### src/design/lse_pkg.sv
// Shared constants for the line status event logic
package lse_pkg;

   // Two line channels, eight status sources each
   localparam int NCH = 2;
   localparam int NSRC = 8;

   // Bit positions inside status, mask, edge select and event registers
   localparam int GAIN_RANGE_BIT = 7;
   localparam int LOOP_UP_BIT = 6;
   localparam int LOOP_DOWN_BIT = 5;
   localparam int PATTERN_SYNC_BIT = 4;
   localparam int TX_CLOCK_BIT = 3;
   localparam int DRIVER_FAULT_BIT = 2;
   localparam int ALARM_SIGNAL_BIT = 1;
   localparam int NO_SIGNAL_BIT = 0;

   // Register indices; byte address is four times the index
   localparam logic [5:0] CTRL_IDX = 6'h10;
   localparam logic [5:0] MASK_IDX = 6'h13;
   localparam logic [5:0] EDGE_IDX = 6'h15;
   localparam logic [5:0] LINE_STATUS_CH1_IDX = 6'h16;
   localparam logic [5:0] LINE_STATUS_CH2_IDX = 6'h36;
   localparam logic [5:0] LOOP_STATUS_IDX = 6'h17;
   localparam logic [5:0] EVENT_IDX = 6'h18;
   localparam logic [5:0] CH_STEP = LINE_STATUS_CH2_IDX - LINE_STATUS_CH1_IDX;

   // Field positions in the own control and loopback status words
   localparam int CTRL_AUTO_REMOTE_LOOP_ENABLE_BIT = 0;
   localparam int LOOP_ACTIVE_BIT = 5;

   // Reset values
   localparam logic [7:0] MASK_RST = 8'hFF;
   localparam logic [7:0] EDGE_RST = 8'h00;
   localparam logic [7:0] STATUS_RST = 8'h00;
   localparam logic [7:0] EVENT_RST = 8'h00;
   localparam logic CTRL_RST = 1'b0;

   // Timing at the 25 MHz bus clock
   localparam int unsigned CLK_KHZ = 25000;
   localparam int unsigned LOOP_T_SHORT_MS = 40;
   localparam int unsigned LOOP_T_LONG_MS = 5100;
   localparam int unsigned LOOP_SHORT_CYC = LOOP_T_SHORT_MS * CLK_KHZ;
   localparam int unsigned LOOP_LONG_CYC = LOOP_T_LONG_MS * CLK_KHZ;
   localparam int QUAL_W = 27;
   localparam logic [6:0] TRANSMIT_CLOCK_IN_LOSS_CYC = 7'h46;

endpackage : lse_pkg

### src/design/lse_code_qual.sv
// Qualifying timer for one inband loopback code detector
`timescale 1ns/1ps
module lse_code_qual
   import lse_pkg::*;
#(
   parameter int unsigned SHORT_CYC = LOOP_SHORT_CYC,
   parameter int unsigned LONG_CYC = LOOP_LONG_CYC
) (
   input wire logic pclk,
   input wire logic presetn,
   input wire logic code_seen,
   input wire logic long_mode,
   output logic qualified
);

   typedef struct packed {
      logic [QUAL_W-1:0] cnt;
      logic hit;
   } lse_qual_t;

   lse_qual_t q;
   lse_qual_t d;

   ////////////////////////////////////////////////////////////////////////////
   // Count cycles of clean code; set once the count reaches the limit
   always_comb begin
      logic [QUAL_W-1:0] lim;
      lim = long_mode ? QUAL_W'(LONG_CYC) : QUAL_W'(SHORT_CYC);
      d = q;
      if (!code_seen) begin
         // Error rate too high or pattern gone: drop at once
         d.cnt = '0;
         d.hit = 1'b0;
      end else if (!q.hit) begin
         if (q.cnt == lim) begin
            d.hit = 1'b1;
         end else begin
            d.cnt = q.cnt + QUAL_W'(1);
         end
      end
   end

   always_ff @(posedge pclk or negedge presetn) begin
      if (!presetn) begin
         q <= '0;
      end else begin
         q <= d;
      end
   end

   assign qualified = q.hit;

endmodule : lse_code_qual

### src/design/lse_tx_watch.sv
// Transmit clock activity watchdog counted on the bus clock
`timescale 1ns/1ps
module lse_tx_watch
   import lse_pkg::*;
(
   input wire logic pclk,
   input wire logic presetn,
   input wire logic transmit_clock_in,
   output logic stuck
);

   typedef struct packed {
      logic s1;
      logic s2;
      logic s3;
      logic [6:0] cnt;
      logic stuck;
   } lse_watch_t;

   lse_watch_t q;
   lse_watch_t d;

   ////////////////////////////////////////////////////////////////////////////
   // Two-flop sync, then count cycles since the last level change
   always_comb begin
      d = q;
      d.s1 = transmit_clock_in;
      d.s2 = q.s1;
      d.s3 = q.s2;
      if (q.s2 != q.s3) begin
         d.cnt = '0;
      end else if (q.cnt != 7'h7F) begin
         d.cnt = q.cnt + 7'h01; // Saturates so a dead clock stays flagged
      end
      d.stuck = (d.cnt > TRANSMIT_CLOCK_IN_LOSS_CYC);
   end

   always_ff @(posedge pclk or negedge presetn) begin
      if (!presetn) begin
         q <= '0;
      end else begin
         q <= d;
      end
   end

   assign stuck = q.stuck;

endmodule : lse_tx_watch

### src/design/lse_line_status.sv
// Line status monitor and event logic for two channels, APB slave
//
// Added by the designer: register access over APB.
`timescale 1ns/1ps
module lse_line_status
   import lse_pkg::*;
#(
   parameter int unsigned LOOP_SHORT_CYC_P = LOOP_SHORT_CYC,
   parameter int unsigned LOOP_LONG_CYC_P = LOOP_LONG_CYC
) (
   input wire logic pclk,
   input wire logic presetn,
   input wire logic psel,
   input wire logic penable,
   input wire logic pwrite,
   input wire logic [7:0] paddr,
   input wire logic [31:0] pwdata,
   output logic [31:0] prdata,
   output logic pready,
   output logic pslverr,
   input wire logic [1:0] gain_out_of_range,
   input wire logic [1:0] loop_up_code_seen,
   input wire logic [1:0] loop_down_code_seen,
   input wire logic [1:0] pattern_locked,
   input wire logic [1:0] transmit_clock_in,
   input wire logic [1:0] driver_short,
   input wire logic [1:0] alarm_signal_seen,
   input wire logic [1:0] no_signal_seen,
   output logic [1:0] irq_req,
   output logic [1:0] remote_loop_active
);

   ////////////////////////////////////////////////////////////////////////////
   // State of the whole block

   typedef struct packed {
      logic [NCH-1:0][NSRC-1:0] stat;
      logic [NCH-1:0][NSRC-1:0] prev;
      logic [NCH-1:0][NSRC-1:0] mask;
      logic [NCH-1:0][NSRC-1:0] edge_sel;
      logic [NCH-1:0][NSRC-1:0] events;
      logic [NCH-1:0] auto_remote_loop_enable;
      logic [NCH-1:0] rloop;
      logic [31:0] rdata;
   } lse_state_t;

   lse_state_t q;
   lse_state_t d;

   logic [NCH-1:0][NSRC-1:0] raw;
   logic [NCH-1:0] loop_up_status;
   logic [NCH-1:0] loop_down_status;
   logic [NCH-1:0] tx_clock_stuck_status;
   logic [5:0] idx;
   logic setup;
   logic access;

   ////////////////////////////////////////////////////////////////////////////
   // Bus phase decode

   // Word index; the top index bit picks the channel
   assign idx = paddr[7:2];
   assign setup = psel & ~penable;
   assign access = psel & penable;

   ////////////////////////////////////////////////////////////////////////////
   // Per-channel detectors

   generate
      for (genvar c = 0; c < NCH; c++) begin : g_ch
         // Loop-up code qualifier
         lse_code_qual #(
            .SHORT_CYC(LOOP_SHORT_CYC_P),
            .LONG_CYC(LOOP_LONG_CYC_P)
         ) u_up (
            .pclk(pclk),
            .presetn(presetn),
            .code_seen(loop_up_code_seen[c]),
            .long_mode(q.auto_remote_loop_enable[c]),
            .qualified(loop_up_status[c])
         );

         // Loop-down code qualifier
         lse_code_qual #(
            .SHORT_CYC(LOOP_SHORT_CYC_P),
            .LONG_CYC(LOOP_LONG_CYC_P)
         ) u_down (
            .pclk(pclk),
            .presetn(presetn),
            .code_seen(loop_down_code_seen[c]),
            .long_mode(q.auto_remote_loop_enable[c]),
            .qualified(loop_down_status[c])
         );

         // Transmit clock watchdog
         lse_tx_watch u_txw (
            .pclk(pclk),
            .presetn(presetn),
            .transmit_clock_in(transmit_clock_in[c]),
            .stuck(tx_clock_stuck_status[c])
         );

         // Live status word in register bit order
         assign raw[c][GAIN_RANGE_BIT] = gain_out_of_range[c];
         assign raw[c][LOOP_UP_BIT] = loop_up_status[c];
         assign raw[c][LOOP_DOWN_BIT] = loop_down_status[c];
         assign raw[c][PATTERN_SYNC_BIT] = pattern_locked[c];
         assign raw[c][TX_CLOCK_BIT] = tx_clock_stuck_status[c];
         assign raw[c][DRIVER_FAULT_BIT] = driver_short[c];
         assign raw[c][ALARM_SIGNAL_BIT] = alarm_signal_seen[c];
         assign raw[c][NO_SIGNAL_BIT] = no_signal_seen[c];
      end
   endgenerate

   ////////////////////////////////////////////////////////////////////////////
   // Register map helpers

   // True for any index the slave decodes
   function automatic logic idx_hit(input logic [5:0] i);
      logic [4:0] l;
      l = i[4:0];
      return (l == CTRL_IDX[4:0]) || (l == MASK_IDX[4:0]) ||
             (l == EDGE_IDX[4:0]) || (l == LINE_STATUS_CH1_IDX[4:0]) ||
             (l == LOOP_STATUS_IDX[4:0]) || (l == EVENT_IDX[4:0]);
   endfunction : idx_hit

   // Read value of one register; unmapped reads give zero
   function automatic logic [31:0] rd_val(input lse_state_t s, input logic [5:0] i);
      logic [4:0] l;
      logic c;
      logic [31:0] v;
      l = i[4:0];
      c = i[5];
      v = '0;
      if (l == CTRL_IDX[4:0]) begin
         v[CTRL_AUTO_REMOTE_LOOP_ENABLE_BIT] = s.auto_remote_loop_enable[c];
      end else if (l == MASK_IDX[4:0]) begin
         v[7:0] = s.mask[c];
      end else if (l == EDGE_IDX[4:0]) begin
         v[7:0] = s.edge_sel[c];
      end else if (l == LINE_STATUS_CH1_IDX[4:0]) begin
         v[7:0] = s.stat[c];
      end else if (l == LOOP_STATUS_IDX[4:0]) begin
         v[LOOP_ACTIVE_BIT] = s.rloop[c];
      end else if (l == EVENT_IDX[4:0]) begin
         v[7:0] = s.events[c];
      end
      return v;
   endfunction : rd_val

   ////////////////////////////////////////////////////////////////////////////
   // Next state

   always_comb begin
      logic [NSRC-1:0] rise;
      logic [NSRC-1:0] fall;
      logic [NSRC-1:0] ev;
      logic [NSRC-1:0] clr;
      logic wr;
      logic rd_done;
      rise = '0;
      fall = '0;
      ev = '0;
      clr = '0;
      wr = access & pwrite & idx_hit(idx);
      rd_done = access & ~pwrite & (idx[4:0] == EVENT_IDX[4:0]);
      d = q;

      for (int c = 0; c < NCH; c++) begin
         // Status sampled each cycle, previous copy kept for edges
         d.stat[c] = raw[c];
         d.prev[c] = q.stat[c];
         rise = q.stat[c] & ~q.prev[c];
         fall = ~q.stat[c] & q.prev[c];

         // Unmasked rising always counts, falling only with both-edge select
         ev = (rise | (q.edge_sel[c] & fall)) & ~q.mask[c];

         // Only bits the host actually saw are cleared, so an event
         // landing between setup and access is kept for the next read
         clr = '0;
         if (rd_done && (idx[5] == c[0])) begin
            clr = q.rdata[7:0];
         end
         d.events[c] = (q.events[c] & ~clr) | ev;

         // Remote loopback follows qualified code edges;
         // down wins when both rise together, the safe state
         if (rise[LOOP_UP_BIT]) begin
            d.rloop[c] = 1'b1;
         end
         if (rise[LOOP_DOWN_BIT]) begin
            d.rloop[c] = 1'b0;
         end

         // Host writes, taken at the access edge
         if (wr && (idx[5] == c[0])) begin
            if (idx[4:0] == MASK_IDX[4:0]) begin
               d.mask[c] = pwdata[7:0];
            end else if (idx[4:0] == EDGE_IDX[4:0]) begin
               d.edge_sel[c] = pwdata[7:0];
            end else if (idx[4:0] == CTRL_IDX[4:0]) begin
               d.auto_remote_loop_enable[c] = pwdata[CTRL_AUTO_REMOTE_LOOP_ENABLE_BIT];
            end
         end
      end

      // Read data latched in setup, so prdata is a flop in access
      if (setup) begin
         d.rdata = rd_val(q, idx);
      end
   end

   ////////////////////////////////////////////////////////////////////////////
   // State register

   always_ff @(posedge pclk or negedge presetn) begin
      if (!presetn) begin
         q.stat <= {NCH{STATUS_RST}};
         q.prev <= {NCH{STATUS_RST}};
         q.mask <= {NCH{MASK_RST}};
         q.edge_sel <= {NCH{EDGE_RST}};
         q.events <= {NCH{EVENT_RST}};
         q.auto_remote_loop_enable <= {NCH{CTRL_RST}};
         q.rloop <= '0;
         q.rdata <= '0;
      end else begin
         q <= d;
      end
   end

   ////////////////////////////////////////////////////////////////////////////
   // Outputs

   // Zero wait states; an unmapped word answers with an error
   assign pready = 1'b1;
   assign pslverr = access & ~idx_hit(idx);
   assign prdata = q.rdata;

   // Request stays up until every latched event is read away
   generate
      for (genvar c = 0; c < NCH; c++) begin : g_irq
         assign irq_req[c] = |q.events[c];
      end
   endgenerate

   assign remote_loop_active = q.rloop;

endmodule : lse_line_status

### config.mk
export PLATFORM = sky130hd
export DESIGN_NAME = lse_line_status
export DESIGN_NICKNAME = d
export VERILOG_FILES = /design/src/design/lse_pkg.sv /design/src/design/lse_code_qual.sv /design/src/design/lse_tx_watch.sv /design/src/design/lse_line_status.sv
export SDC_FILE = /design/constraint.sdc
export NUM_CORES = 1
export LEC_CHECK = 0
export BUFFER_PORTS_ARGS = -buffer_cell sky130_fd_sc_hd__buf_2
export CORE_MARGIN = 2
export CORE_UTILIZATION = 54
export DETAILED_ROUTE_END_ITERATION = 8
export GPL_TIMING_DRIVEN = 0
export PLACE_DENSITY_LB_ADDON = 0.3
export SETUP_SLACK_MARGIN = 0.02
export SYNTH_ARGS = -nofsm -noshare
export SYNTH_HDL_FRONTEND = slang
export SYNTH_SLANG_ARGS = --single-unit
export TNS_END_PERCENT = 1
### constraint.sdc
create_clock -name pclk -period 2.3 [get_ports pclk]
set_input_delay 0.69 -clock pclk [delete_from_list [all_inputs] [get_ports pclk]]
set_output_delay 0.69 -clock pclk [all_outputs]
set_load 0.01 [all_outputs]
Yosys cells after proc, flatten, opt, wreduce, memory -nomap -nowiden
Cells that the tools add are included.
- output and inout bits: 38
- register bits: 226
- input bits: 61
- logic and storage cells: 171
- reduce and logical (&&, ||, !) cells: 23
- bitwise gates (word level): 35
- mux-type cells: 49
- add/subtract/negate cells: 6
- magnitude comparators: 3
- equal/unequal tests: 22
- operator list (operator ; number):
    two-way mux 28 bit ; 8
    two-way mux 27 bit ; 6
    two-way mux 8 bit ; 14
    adder 27 x 1 -> 27 bit (second input constant) ; 4
    == test 27 bit ; 4
    AND 8 bit ; 10
    inverter 8 bit ; 8
    two-way mux 7 bit ; 5
    bitwise OR 8 bit ; 4
    == test 5 bit (second input constant) ; 6
    != test 2 bit (second input constant) ; 8
    OR reduction 8 bit ; 2
    adder 7 x 1 -> 7 bit (second input constant) ; 2
    greater-than comparator 7 bit (second input constant) ; 2
    two-way mux 1 bit ; 14
    != test 7 bit (second input constant) ; 2
    AND reduction 2 bit ; 6
    AND reduction 4 bit ; 2
    AND 1 bit ; 7
    inverter 1 bit ; 6
    AND reduction 3 bit ; 2
    logical OR 1 bit ; 5
    two-way mux 5 bit ; 1
    logical AND 1 bit ; 4
    4 further kinds ; 6

Logic depth before layout (Yosys ltp)
- depth after elaboration: 9
- mapped depth: 8
- gate-level depth less buffers: 7

Cells and area by module
A second synthesis with hierarchy kept.
- cells, all modules: 1195
- area total of the unflattened synthesis: 12031.5 um2
- by module, submodules not included (module ; instances ; sequential area each (um2) ; area each (um2) ; cells an instance):
    lse_code_qual ; 4 ; 700.7 ; 1644.1 ; 183
    lse_line_status ; 1 ; 2322.2 ; 4444.3 ; 371
    lse_tx_watch (g_ch[0].u_txw) ; 1 ; 275.3 ; 508.0 ; 46
    lse_tx_watch (g_ch[1].u_txw) ; 1 ; 275.3 ; 503.0 ; 46

Worst setup path before layout
Ideal clock, no wire load.
- path type: input port to flip-flop
- start point: input port paddr[3]
- end point: register q[36] (netlist bit)
- slack: -0.074 ns
- data required time: 2.177 ns
- arrival: 2.251 ns
- buffers on the path: 1
- stages: 6
- setup time: 0.123 ns
- path through: clkbuf_1 > nor3_1 > nand3_1 > nor4_1 > nand2_1 > o2bb2ai_1
- RTL lines (element ; RTL line ; source):
    start, declared ; lse_line_status.sv:16 ; input wire logic [7:0] paddr,
    end, declared ; lse_line_status.sv:47 ; lse_state_t q;

Worst setup path in the final report
- start point: register g_ch[0].u_down.q[21] (netlist bit)
- end point: register g_ch[0].u_down.q[2] (netlist bit)
- word-level cells in the longest chain between the ends: 3
- ends and longest elaborated chain (element ; RTL line ; source):
    start, declared ; lse_code_qual.sv:21 ; lse_qual_t q;
    start signal, assigned ; lse_code_qual.sv:45 ; q <= '0;
    start signal, assigned ; lse_code_qual.sv:47 ; q <= d;
    == test 27 bit ; lse_code_qual.sv:35 ; if (q.cnt == lim) begin
    != test 2 bit (no line) ; n/a ;
    AND reduction 2 bit (no line) ; n/a ;
Every way passes these cells.
A chain may end at the register's enable or synchronous reset.

==> impl_metrics.json <==
{
  "finalCriticalPeriod_ns": 2.26,
  "grt_pass1_wl_um": 42200,
  "ys.flop_type": "dfrtp_1",
  "syn-cell-area_sq_mm": 0.0117,
  "routedWlPerCell_um": 16.8,
  "final_nets": 1303,
  "first_global_vias": 8517,
  "yosys_register_bits": 226,
  "viasPerCell": 5.88,
  "end_kind": "flip-flop",
  "htreeDepth": 1,
  "ys_types": 71,
  "timing.rr.start": "g_ch[0].u_down.q[21]$_DFFE_PN0P_",
  "cts_root_buf": "clkbuf_16",
  "min_path_type": "input port to async pin",
  "cap_viol_max_count": 0,
  "ys_seq_area_share_pct": 48.7,
  "avgSynthCellArea_sq_um": 10.3,
  "fmax_mhz": 442,
  "postCtsSetupRepairBufs": 0,
  "track_usage_pct": 22.6,
  "drc": 0,
  "cp_max_fo": 6,
  "final_area_sq_mm": 0.0134,
  "place_congestion": 0.895,
  "cts_sinks": 226,
  "std_cell_rows": 53,
  "cp.arrival_ns": 2.67,
  "clockBufferDepth": 3,
  "cts_tree": "yes",
  "cts_buffers": 24,
  "synth-warning-count": 0,
  "skew_ns": 0.0225,
  "die_x_um": 151,
  "reg2reg_slack_ns": 0.04,
  "fin_crit_sh_pct": 98.4,
  "grt-ovfl-total": 0,
  "grt_max_degree": 120,
  "place_area_sq_mm": 0.0124,
  "status": "finished, final reports clean",
  "rsz0062_at_grt": "true",
  "antenna_found_initial": 0,
  "slew_viol_final": 0,
  "final_common_cell": "dfrtp_1",
  "finalPower_uw": 8970,
  "io_buffers": 45,
  "area_growth_syn_to_layout_pct": 15.0,
  "p_leak_uw": 0.00570,
  "die_h_um": 151,
  "dr.pass1.iters": 5,
  "synthCells": 1137,
  "cp-startpoint": "g_ch[0].u_down.q[21]$_DFFE_PN0P_",
  "maxSlewHeadroom_pct": 24.5,
  "irDropWorstVdd_v": 0.000525,
  "dpl.hpwl_um": 17000,
  "final_util_pct": 63.6,
  "startpoint_type": "flip-flop",
  "start_util_pct": 55.3,
  "required_ns": 2.71,
  "core_area_sq_mm": 0.0211,
  "vias": 8961,
  "routed_wl_um": 25600,
  "slowest_delay_ns": 0.53,
  "diodes": 0,
  "synth_edf_count": 0,
  "insertion_delay_ns": 0.53,
  "crit_type": "flip-flop to flip-flop",
  "synthArstFlopShare_pct": 100,
  "setup_viol": 0,
  "dieArea_sq_mm": 0.0228,
  "p_per_area_mw_per_mm2": 669,
  "drive_gt1_share_pct": 17.8,
  "first_iter_violations": 479,
  "worstSetupEndpoint": "g_ch[0].u_down.q[2]$_DFFE_PN0P_",
  "cp_cell_sequence": "or4_1 > or4_4 > a2111oi_4 > nor2_1 > mux2i_1",
  "nFillCells": 1664,
  "r2r_end": "g_ch[0].u_down.q[2]$_DFFE_PN0P_",
  "pin_count": 99,
  "layout_common_cells": "dfrtp_1 (203), nand2_1 (111), mux2i_1 (64)",
  "crit_slowest_cell": "or4_1",
  "tightestPinTransition_ns": 1.13,
  "hold_viol": 0,
  "ant_nets": 0,
  "rr_worst_depth": 5,
  "clk_pin_slew_worst_paths_ns": 0.06
}
## cells by family (layout without fill, tap and decap cells)
family / after synthesis / after routing / synth area share (%)
compound gates: 147 / 147 / 8.61
xor+xnor: 59 / 59 / 4.43
fa+ha+maj: 10 / 10 / 1.07
buf+inv: 94 / 184 / 4.25
flops: 226 / 226 / 48.7
mux: 102 / 102 / 9.26
other cells: 2 / 25 / 0.0644
simple gates: 497 / 497 / 23.6
## routing by layer
layer / vias to the layer above / track usage, % / share of wire, %
met2: 276 / 36.5 / 47
met4: 0 / 6.03 / 2.3
met3: 49 / 3.10 / 5.9
met5: - / 0 / 0
li1: 4268 / - / -
met1: 4368 / 32.2 / 45
## area by class of cell
class	count	area, sq um	share of cell area [%]
tap	275	344	2.57
buffer	76	453	3.38
inverter	18	67.6	0.504
timing repair buffer	46	263	1.96
clock inverter	15	230	1.72
multi-input combinational	840	5720	42.6
clock buffer	29	649	4.84
sequential	226	5680	42.4
## sequential cells by signal, summed over array words and instances, names as in the netlist
name and cells:
q 66, g_ch.u_up.qualified 2, g_ch.u_txw.d 4, remote_loop_active 2, g_ch.u_down.qualified 2, d 16
g_ch.u_txw.q 16, g_ch.u_txw.stuck 2, prdata 8, g_ch.u_up.q 54, g_ch.u_down.q 54
## power breakdown
group	switching (uW)	total (uW)	internal [uW]
sequential	102	4180	4080
clock	1630	4230	2590
combinational	329	566	237
## synth_stat cells (7+ instances only)
master     number  area, sq um
a21oi_1        32          160
a31oi_1         7         43.8
and2_1         33          206
and3_1         13         81.3
and4_1          8         70.1
buf_2           8         40.0
buf_4          35          263
clkbuf_1       30          113
dfrtp_1       210         5260
dfstp_2        16          420
ha_1           10          125
inv_1          17         63.8
mux2_2         37          417
mux2i_1        64          641
nand2_1       112          420
nand2b_1       34          213
nand3_1        36          180
nand3b_1       10         75.1
nand4_1        42          263
nand4b_1        7         61.3
nor2_1         60          225
nor2b_1        14         87.6
nor3_1         25          125
nor3b_1        11         82.6
nor4_1         32          200
o21ai_0        33          165
o2bb2ai_1      16          140
or3_1          23          144
or4_1          18          135
xnor2_1        40          350
xor2_1         19          166
## critical path: cells and delay by family, from the launching register on
family	cells	cell delay (ns)
muxes	1	0.14
AOI/OAI and AO/OA	1	0.41
DFF	1	0.44
and+or+nand+nor	3	1.17
## what timing repair did
action	in CTS	in global routing
endpoints found under the setup margin	65	72
hold endpoints to repair	0	0
hold buffers	0	0
pin swaps	0	4
resized for setup	15	28
## metrics by stage
step / std cells / TNS, ns / setup WS (ns) / hold slack (ns)
after floorplan: 1160 / 0 / 0.0826 / 0.331
after detailed placement: 1481 / -35.52 / -0.933 / 0.335
after global placement: 1480 / -766.88 / -3.37 / 0.333
after global routing: 1525 / -0.542 / -0.0820 / 0.251
final: 1525 / 0 / 0.0370 / 0.248
after CTS: 1525 / -0.0165 / -0.0165 / 0.245
## how the worst min path moves through the flow
stage                     slack [ns]  cells past startpoint                     startpoint                          endpoint
after floorplan                 0.33                      0  g_ch[0].u_txw.stuck$_DFF_PN0_                   d[87]$_DFF_PN0_
after global placement          0.33                      0   g_ch[0].u_txw.d[9]$_DFF_PN0_      g_ch[0].u_txw.d[8]$_DFF_PN0_
after detailed placement        0.33                      0   g_ch[0].u_txw.d[9]$_DFF_PN0_      g_ch[0].u_txw.d[8]$_DFF_PN0_
after CTS                       0.24                      1              pattern_locked[0]                   d[88]$_DFF_PN0_
after global routing            0.25                      1              pattern_locked[0]                   d[88]$_DFF_PN0_
final                           0.25                      1                        presetn  g_ch[0].u_down.q[17]$_DFFE_PN0P_
No activity file was read; power rests on OpenSTA's default activity.
